<file path="src/dcdac_pkg.sv">
// package of constants for the dual current dac control register bank
package dcdac_pkg;
	localparam logic [6:0] SLAVE_ADDR      = 7'h48;
	localparam logic [7:0] OUT0_SET_OFFSET = 8'hF8;
	localparam logic [7:0] CURRENT_OUTPUT_ONE_SET_OFFSET = 8'hF9;
	localparam logic [7:0] SET_RESET       = 8'h00;
	localparam int         DIR_BIT         = 7;
	localparam int         MAG_MSB         = 6;
	localparam int         MAG_STEPS       = 127;
	localparam int         SCL_MAX_KHZ     = 400;
	localparam int         CLK_MHZ         = 125;
	// shortest scl high or low phase the sampler must resolve, in clock cycles
	localparam int         SCL_HALF_CYC    = (CLK_MHZ * 1000) / (2 * SCL_MAX_KHZ);
	typedef enum logic [2:0] {
		ST_IDLE = 3'b000,
		ST_ADDR = 3'b001,
		ST_AACK = 3'b011,
		ST_REG  = 3'b010,
		ST_RACK = 3'b110,
		ST_DATA = 3'b111,
		ST_DACK = 3'b101,
		ST_RDAT = 3'b100
	} dcdac_state_t;
endpackage

</file>
<file path="src/dcdac_regs.sv">
// serial slave and two current setting registers of the dual current dac
// Operation
// two 8-bit settings, F8h drives output zero, F9h output one
// bit 7 picks direction: zero sinks, one sources
// low seven bits hold unsigned magnitude code
// magnitude zero gives no current whatever the direction bit
// current is magnitude over 127 times full scale, 127 steps
// power-up clears both settings: sink, zero magnitude
// serial clock from zero to 400 kHz, standard mode too
// answers address byte 90h for write, 91h for read
// wrong address: ignore bus until next start
// write is start, address, register, one data byte, stop
// read is start, address, one byte, nack, stop
// writes to other locations change nothing
`timescale 1ns/1ps
module dcdac_regs (
	input  wire logic       core_clk_i,        // 125 MHz core clock
	input  wire logic       rstn_i,            // async reset, active low
	input  wire logic       scl_i,             // serial clock pin
	input  wire logic       sda_i,             // serial data pin, input side
	output logic            sda_o,             // serial data output level
	output logic            sda_oe_o,          // high while pulling sda low
	output logic [7:0]      output0_setting_o, // current_output_zero setting
	output logic [7:0]      output1_setting_o, // current_output_one setting
	output logic            out0_source_o,     // output zero sources
	output logic            out0_active_o,     // output zero carries current
	output logic            current_output_one_source_o,     // output one sources
	output logic            current_output_one_active_o      // output one carries current
);
	logic [1:0] pins;
	logic       scl_s, sda_s, scl_d_r, sda_d_r;
	logic       scl_rise, scl_fall, start_det, stop_det;

	dcdac_sync #(.W(2)) u_sync (
		.core_clk_i (core_clk_i),
		.rstn_i     (rstn_i),
		.async_i    ({scl_i, sda_i}),
		.sync_o     (pins)
	);
	assign scl_s = pins[1];
	assign sda_s = pins[0];

	always_ff @(posedge core_clk_i or negedge rstn_i) begin
		if (!rstn_i) begin
			scl_d_r <= 1'b1;
			sda_d_r <= 1'b1;
		end else begin
			scl_d_r <= scl_s;
			sda_d_r <= sda_s;
		end
	end
	// edge detection on the 8 ns core clock resolves 400 kHz phases easily
	assign scl_rise  = scl_s & ~scl_d_r;
	assign scl_fall  = ~scl_s & scl_d_r;
	assign start_det = scl_s & scl_d_r & sda_d_r & ~sda_s;
	assign stop_det  = scl_s & scl_d_r & ~sda_d_r & sda_s;

	dcdac_pkg::dcdac_state_t state_r, state_nxt;
	logic [7:0] shift_r, shift_nxt;
	logic [3:0] cnt_r, cnt_nxt;
	logic [7:0] ptr_r, ptr_nxt;
	logic [7:0] set0_r, set0_nxt, set1_r, set1_nxt;
	logic       drv_r, drv_nxt;
	logic       ack_pend_r, ack_pend_nxt;
	logic [7:0] rd_byte;
	logic [7:0] rx_byte;

	assign rx_byte = {shift_r[6:0], sda_s};
	// read returns the register last pointed at; unknown pointer reads zero
	always_comb begin
		unique case (ptr_r)
			dcdac_pkg::OUT0_SET_OFFSET: rd_byte = set0_r;
			dcdac_pkg::CURRENT_OUTPUT_ONE_SET_OFFSET: rd_byte = set1_r;
			default:                    rd_byte = 8'h00;
		endcase
	end

	always_comb begin
		state_nxt    = state_r;
		shift_nxt    = shift_r;
		cnt_nxt      = cnt_r;
		ptr_nxt      = ptr_r;
		set0_nxt     = set0_r;
		set1_nxt     = set1_r;
		drv_nxt      = drv_r;
		ack_pend_nxt = ack_pend_r;
		if (start_det) begin
			state_nxt    = dcdac_pkg::ST_ADDR;
			cnt_nxt      = 4'h0;
			drv_nxt      = 1'b0;
			ack_pend_nxt = 1'b0;
		end else if (stop_det) begin
			state_nxt = dcdac_pkg::ST_IDLE;
			drv_nxt   = 1'b0;
		end else begin
			unique case (state_r)
				dcdac_pkg::ST_IDLE: begin
					drv_nxt = 1'b0;
				end
				dcdac_pkg::ST_ADDR, dcdac_pkg::ST_REG, dcdac_pkg::ST_DATA: begin
					if (scl_rise) begin
						shift_nxt = rx_byte;
						cnt_nxt   = cnt_r + 4'h1;
					end
					if (scl_fall && cnt_r == 4'h8) begin
						cnt_nxt = 4'h0;
						if (state_r == dcdac_pkg::ST_ADDR) begin
							if (shift_r[7:1] == dcdac_pkg::SLAVE_ADDR) begin
								drv_nxt      = 1'b1;
								ack_pend_nxt = shift_r[0];
								state_nxt    = dcdac_pkg::ST_AACK;
							end else begin
								state_nxt = dcdac_pkg::ST_IDLE;
							end
						end else if (state_r == dcdac_pkg::ST_REG) begin
							ptr_nxt   = shift_r;
							drv_nxt   = 1'b1;
							state_nxt = dcdac_pkg::ST_RACK;
						end else begin
							unique case (ptr_r)
								dcdac_pkg::OUT0_SET_OFFSET: set0_nxt = shift_r;
								dcdac_pkg::CURRENT_OUTPUT_ONE_SET_OFFSET: set1_nxt = shift_r;
								default:                    ;
							endcase
							drv_nxt   = 1'b1;
							state_nxt = dcdac_pkg::ST_DACK;
						end
					end
				end
				dcdac_pkg::ST_AACK: begin
					if (scl_fall) begin
						if (ack_pend_r) begin
							shift_nxt = rd_byte;
							drv_nxt   = ~rd_byte[7];
							cnt_nxt   = 4'h0;
							state_nxt = dcdac_pkg::ST_RDAT;
						end else begin
							drv_nxt   = 1'b0;
							state_nxt = dcdac_pkg::ST_REG;
						end
					end
				end
				dcdac_pkg::ST_RACK: begin
					if (scl_fall) begin
						drv_nxt   = 1'b0;
						state_nxt = dcdac_pkg::ST_DATA;
					end
				end
				dcdac_pkg::ST_DACK: begin
					// one data byte per write; further bytes are not acknowledged
					if (scl_fall) begin
						drv_nxt   = 1'b0;
						state_nxt = dcdac_pkg::ST_IDLE;
					end
				end
				dcdac_pkg::ST_RDAT: begin
					if (scl_fall) begin
						cnt_nxt = cnt_r + 4'h1;
						if (cnt_r == 4'h8) begin
							drv_nxt   = 1'b0;
							state_nxt = dcdac_pkg::ST_IDLE;
						end else if (cnt_r == 4'h7) begin
							drv_nxt = 1'b0;
						end else begin
							shift_nxt = {shift_r[6:0], 1'b0};
							drv_nxt   = ~shift_r[6];
						end
					end
				end
			endcase
		end
	end

	always_ff @(posedge core_clk_i or negedge rstn_i) begin
		if (!rstn_i) begin
			state_r    <= dcdac_pkg::ST_IDLE;
			shift_r    <= 8'h00;
			cnt_r      <= 4'h0;
			ptr_r      <= 8'h00;
			set0_r     <= dcdac_pkg::SET_RESET;
			set1_r     <= dcdac_pkg::SET_RESET;
			drv_r      <= 1'b0;
			ack_pend_r <= 1'b0;
		end else begin
			state_r    <= state_nxt;
			shift_r    <= shift_nxt;
			cnt_r      <= cnt_nxt;
			ptr_r      <= ptr_nxt;
			set0_r     <= set0_nxt;
			set1_r     <= set1_nxt;
			drv_r      <= drv_nxt;
			ack_pend_r <= ack_pend_nxt;
		end
	end

	// open drain: only ever pulls low
	assign sda_o             = 1'b0;
	assign sda_oe_o          = drv_r;
	assign output0_setting_o = set0_r;
	assign output1_setting_o = set1_r;
	// analog side scales magnitude over the 127 steps
	assign out0_source_o     = set0_r[dcdac_pkg::DIR_BIT];
	assign current_output_one_source_o     = set1_r[dcdac_pkg::DIR_BIT];
	assign out0_active_o     = |set0_r[dcdac_pkg::MAG_MSB:0];
	assign current_output_one_active_o     = |set1_r[dcdac_pkg::MAG_MSB:0];

	a_reset_clear: assert property (@(posedge core_clk_i)
		$rose(rstn_i) |-> (set0_r == 8'h00 && set1_r == 8'h00))
		else $error("settings not cleared at reset");
	a_zero_idle: assert property (@(posedge core_clk_i) disable iff (!rstn_i)
		(set0_r[dcdac_pkg::MAG_MSB:0] != 7'h00 || !out0_active_o)
		&& (set1_r[dcdac_pkg::MAG_MSB:0] != 7'h00 || !current_output_one_active_o))
		else $error("zero magnitude drives current");
	a_dir_bit: assert property (@(posedge core_clk_i) disable iff (!rstn_i)
		current_output_one_source_o == set1_r[7] && out0_source_o == set0_r[7])
		else $error("direction mismatch");
	a_bad_addr: assert property (@(posedge core_clk_i) disable iff (!rstn_i)
		(state_r == dcdac_pkg::ST_ADDR && scl_fall && cnt_r == 4'h8 && !start_det && !stop_det
		&& shift_r[7:1] != dcdac_pkg::SLAVE_ADDR) |=> state_r == dcdac_pkg::ST_IDLE && !sda_oe_o)
		else $error("foreign address acknowledged");
	a_good_addr: assert property (@(posedge core_clk_i) disable iff (!rstn_i)
		(state_r == dcdac_pkg::ST_ADDR && scl_fall && cnt_r == 4'h8 && !start_det && !stop_det
		&& shift_r[7:1] == dcdac_pkg::SLAVE_ADDR) |=> sda_oe_o)
		else $error("own address not acknowledged");
	a_write_other: assert property (@(posedge core_clk_i) disable iff (!rstn_i)
		(ptr_r != dcdac_pkg::OUT0_SET_OFFSET && ptr_r != dcdac_pkg::CURRENT_OUTPUT_ONE_SET_OFFSET
		&& state_r == dcdac_pkg::ST_DATA)
		|=> $stable(set0_r) && $stable(set1_r))
		else $error("unmapped write changed a setting");
	a_write_f8: assert property (@(posedge core_clk_i) disable iff (!rstn_i)
		(state_r == dcdac_pkg::ST_DATA && ptr_r == dcdac_pkg::OUT0_SET_OFFSET
		&& scl_fall && cnt_r == 4'h8 && !start_det && !stop_det)
		|=> set0_r == $past(shift_r) && $stable(set1_r))
		else $error("write to output zero lost");
	a_write_f9: assert property (@(posedge core_clk_i) disable iff (!rstn_i)
		(state_r == dcdac_pkg::ST_DATA && ptr_r == dcdac_pkg::CURRENT_OUTPUT_ONE_SET_OFFSET
		&& scl_fall && cnt_r == 4'h8 && !start_det && !stop_det)
		|=> set1_r == $past(shift_r) && $stable(set0_r))
		else $error("write to output one lost");
	a_idle_quiet: assert property (@(posedge core_clk_i) disable iff (!rstn_i)
		state_r == dcdac_pkg::ST_IDLE |=> !sda_oe_o)
		else $error("sda driven while idle");
	c_write: cover property (@(posedge core_clk_i) state_r == dcdac_pkg::ST_DACK);
	c_read: cover property (@(posedge core_clk_i) state_r == dcdac_pkg::ST_RDAT);
	c_unmapped: cover property (@(posedge core_clk_i)
		state_r == dcdac_pkg::ST_DATA && ptr_r != dcdac_pkg::OUT0_SET_OFFSET
		&& ptr_r != dcdac_pkg::CURRENT_OUTPUT_ONE_SET_OFFSET && scl_fall && cnt_r == 4'h8);
	c_nomatch: cover property (@(posedge core_clk_i)
		state_r == dcdac_pkg::ST_ADDR ##1 state_r == dcdac_pkg::ST_IDLE);
endmodule

</file>
<file path="src/dcdac_sync.sv">
// two-flop synchroniser bank for the serial pins
`timescale 1ns/1ps
module dcdac_sync #(
	parameter int W = 2
) (
	input  wire logic         core_clk_i, // core clock
	input  wire logic         rstn_i,     // async reset, active low
	input  wire logic [W-1:0] async_i,    // pins from outside
	output logic      [W-1:0] sync_o      // synchronised levels
);
	logic [W-1:0] meta_r;
	logic [W-1:0] sync_r;
	// reset high: idle bus level
	always_ff @(posedge core_clk_i or negedge rstn_i) begin
		if (!rstn_i) begin
			meta_r <= '1;
			sync_r <= '1;
		end else begin
			meta_r <= async_i;
			sync_r <= meta_r;
		end
	end
	assign sync_o = sync_r;
endmodule

</file>
<file path="config.mk">
export PLATFORM = sky130hd
export DESIGN_NAME = dcdac_regs
export DESIGN_NICKNAME = d
export VERILOG_FILES = /design/src/dcdac_pkg.sv /design/src/dcdac_regs.sv /design/src/dcdac_sync.sv
export SDC_FILE = /design/constraint.sdc
export NUM_CORES = 1
export LEC_CHECK = 0
export BUFFER_PORTS_ARGS = -buffer_cell sky130_fd_sc_hd__clkbuf_2
export CAP_MARGIN = 15
export CORE_ASPECT_RATIO = 0.75
export CORE_MARGIN = 2
export CORE_UTILIZATION = 40
export CTS_BUF_LIST = sky130_fd_sc_hd__clkbuf_8
export CTS_CLUSTER_SIZE = 40
export DETAILED_ROUTE_END_ITERATION = 6
export GPL_ROUTABILITY_DRIVEN = 0
export PLACE_DENSITY = 0.65
export SYNTH_ARGS = -nofsm -noshare
export SYNTH_HDL_FRONTEND = slang
export SYNTH_SLANG_ARGS = --single-unit
</file>
<file path="constraint.sdc">
create_clock -name core_clk_i -period 4.57 [get_ports core_clk_i]
set_input_delay 1.1425 -clock core_clk_i [delete_from_list [all_inputs] [get_ports core_clk_i]]
set_output_delay 1.1425 -clock core_clk_i [all_outputs]
set_load 0.05 [all_outputs]
</file>
==> reports/qor.csv <==
metric,value,unit
outcome,"finished, violations left",
failing checks,design-rule violations,
Max Cap Viol,0,
Iteration-0 DRC Markers,127,
Hold Crit Endpoint,u_sync.sync_o[1]$_DFF_PN1_,
worst r2r dst,output1_setting_o[3]$_DFFE_PN0P_,
die height,72.4,µm
Area Overhead vs Synth,11.0,%
Fill cells,530,
Hold Crit Class,reg2reg,
diode count,0,
core area,5920,µm²
post-route minimum period,2.57,ns
io pins,26,
Num CTS Buffers,5,
Die X-Extent,95.2,µm
fin nets,246,
PwrDens,476,nW/µm²
initial core utilization,42.2,%
H-tree depth,2,
GR Util All Layers,16.2,%
Cell Int Power,837,µW
P_leak,1.30,nW
Post-synth ARST share,100,%
fmax,390,MHz
"Setup Fix Bufs, Post-CTS",0,
Final setup viols,0,
dpl hpwl,3.66,mm
initial antenna violation count,0,
worst endpoint required time,3.43,ns
Critical Path End Type,output port,
setup TNS,0,ns
syn avg cell area,11.4,µm²
clock buffer depth,2,
drc violations,1,
"EDFF count, synth",0,
largest net degree at the start of global routing,48,
RSZ-0062 raised after global routing,no,
Netlist cell types,55,
Worst VDD drop,0.275,mV
Reg-to-Reg Start,cnt_r[0]$_DFFE_PN0P_,
num rows,24,
drt total wl,5.18,mm
number of global-route vias before repair,1707,
"delay-heaviest family, CP",simple AND/OR/NAND/NOR gates,
# hold bufs at CTS,0,
Final Max Tran Viols,0,
placed instance area,2660,µm²
Yosys reg bits,47,
WHS Path Cells,0,
Slew headroom,60.3,%
die area,6890,µm²
worst-path cell chain,nor4_1 -> nand2_1 -> clkbuf_2,
mapped cell area,2490,µm²
vias,1789,
clk_skew,0.0106,ns
Hold Crit Start,u_sync.meta_r[1]$_DFF_PN1_,
Final Hold Violating Endpoints,0,
crit path max fanout,4,
NetSw,481,µW
register area share after synthesis,47.4,%
Wirelength per Cell,16.2,µm
Finished Cell Area,2770,µm²
Gate power share,30.2,%
clk root buf,clkbuf_8,
switching share of power,36.5,%
"Remaining Overflow, GRT",0,
Syn. warnings,0,
DRT Pass-1 Iters,6,
Setup crit start kind,flip-flop,
first-pass GRT wire length,8.63,mm
clk slew on worst S/H paths,0.10,ns
crit share post-route,56.2,%
setup slack on the worst flop-to-flop path,2.39,ns
synthesized instance count,218,
"Data arrival, critical path",1.42,ns
CP Buf/Inv Count,1,
Worst Tran Pin Value,0.596,ns
sequential power share,45.7,%
ys flop type,dfrtp_1,
Syn Nets,224,
PortBufs,24,
vias per cell,5.61,
CTS tree,built,
share of post-route cells with drive strength above 1,34.9,%
R2R cell count,7,
crit path kind,reg2out,
CTS resizes,0,
max incr delay on CP,0.43,ns
"slowest stage cell, crit path",dfrtp_1,
Clock power frac,24.1,%
Worst-Skew Late Latency,0.31,ns
Sink Count,47,
DRT antenna net count,0,
area by class of cell:
class | instances | area (µm²) | share of cell area [%]
Inverter | 9 | 33.8 | 1.22
Sequential cell | 47 | 1180 | 42.7
Clock buffer | 5 | 68.8 | 2.48
Timing Repair Buffer | 25 | 128 | 4.61
Multi-Input combinational cell | 152 | 1210 | 43.8
Tap cell | 78 | 97.6 | 3.52
Clock inverter | 3 | 46.3 | 1.67
worst reg2reg max path, delay by kind of cell (launching register included):
family | cells | cell delay [ns]
multiplexers | 1 | 0.38
AND/OR/NAND/NOR | 4 | 1.02
buffers and inverters | 1 | 0.09
adder cells (fa/ha/maj) | 1 | 0.16
flip-flops | 1 | 0.43
worst max path at each step:
stage                                startpoint                           to  slack, ns  depth (start not counted)
2_1_floorplan  output1_setting_o[3]$_DFFE_PN0P_  current_output_one_active_o       2.22                          2
3_3_place_gp   output1_setting_o[3]$_DFFE_PN0P_  current_output_one_active_o       2.39                          3
3_5_place_dp   output1_setting_o[3]$_DFFE_PN0P_  current_output_one_active_o       2.36                          3
4_1_cts        output1_setting_o[3]$_DFFE_PN0P_  current_output_one_active_o       2.01                          3
5_1_grt        output1_setting_o[3]$_DFFE_PN0P_  current_output_one_active_o       1.92                          3
6_report       output1_setting_o[3]$_DFFE_PN0P_  current_output_one_active_o       2.00                          3
registers in the layout, summed over array words and instances (netlist names):
signal             count
ptr_r                  8
sda_oe_o               1
sda_d_r                1
output0_setting_o      8
scl_d_r                1
state_r                3
u_sync.sync_o          2
shift_r                8
u_sync.meta_r          2
cnt_r                  4
output1_setting_o      8
ack_pend_r             1
metal layers:
layer	up-vias	share of wire [%]	global-route usage, %
met5	-	0	0
met4	0	0.98	4.99
met3	7	6.5	3.32
met2	67	42	22.4
met1	880	51	25.4
li1	835	-	-
cell usage after synthesis, types with 3 or more instances:
| cell | n | area (µm²) |
|---|---|---|
| o211ai_1 | 3 | 22.5 |
| mux2_2 | 24 | 270 |
| xor2_1 | 3 | 26.3 |
| nand3_1 | 6 | 30.0 |
| o21ai_0 | 13 | 65.1 |
| a21oi_1 | 7 | 35.0 |
| inv_1 | 9 | 33.8 |
| nand2_1 | 15 | 56.3 |
| a31oi_1 | 3 | 18.8 |
| dfstp_2 | 6 | 158 |
| nor2_2 | 3 | 18.8 |
| dfrtp_1 | 41 | 1030 |
| nand4_1 | 4 | 25.0 |
| buf_4 | 4 | 30.0 |
| mux2i_1 | 11 | 110 |
| nor2_1 | 6 | 22.5 |
| mux2_4 | 8 | 120 |
| and2_1 | 3 | 18.8 |
| buf_2 | 4 | 20.0 |
layout by cell type (no fill, tap or decap), types with 2 or more instances in the layout:
| cell type | n |
|---|---|
| inv_1 | 9 |
| and3b_1 | 2 |
| o31ai_1 | 2 |
| dfrtp_1 | 41 |
| nor2_1 | 6 |
| nand4_1 | 4 |
| dfstp_2 | 6 |
| mux2_2 | 24 |
| nand2_1 | 15 |
| ha_1 | 2 |
| o211ai_1 | 3 |
| and2_1 | 3 |
| clkbuf_2 | 24 |
| o21ai_0 | 13 |
| nor4_1 | 2 |
| nor2_2 | 3 |
| clkbuf_8 | 5 |
| nor3_1 | 2 |
| o221ai_1 | 2 |
| a31oi_1 | 3 |
| nand3_1 | 6 |
| and3_1 | 2 |
| mux2i_1 | 11 |
| nand3b_1 | 2 |
| a21oi_1 | 7 |
| xor2_1 | 3 |
| nand2b_1 | 2 |
| mux2_4 | 8 |
cells by family after synthesis:
group | share of synthesized area (%)
and+or+nand+nor | 14.3
DFF | 47.4
AOI/OAI and AO/OA | 12.0
muxes | 20.1
buffers and inverters | 3.96
xor gates and xnor gates | 1.05
adders and majority gates | 1.00
other | 0.150
per-stage QoR:
stage | power (mW) | util, % | instances | hold slack, ns | worst slack (ns)
2_1_floorplan | 0.903 | - | 218 | 0.345 | 2.22
3_3_place_gp | 0.993 | 44.9 | 311 | 0.348 | 2.39
3_5_place_dp | 1.00 | 44.9 | 311 | 0.347 | 2.36
4_1_cts | 1.32 | 46.8 | 319 | 0.360 | 2.01
5_1_grt | 1.40 | 46.8 | 319 | 0.367 | 1.92
6_report | 1.32 | 46.8 | 319 | 0.358 | 2.00
power groups by stage:
stage          sequential [mW]  combinational [mW]  clock [mW]
2_1_floorplan            0.554               0.348           0
3_3_place_gp             0.606               0.388           0
3_5_place_dp             0.607               0.395           0
4_1_cts                  0.599               0.397       0.327
5_1_grt                  0.615               0.442       0.342
6_report                 0.602               0.399       0.318
Power figures use the tool's default switching activity.
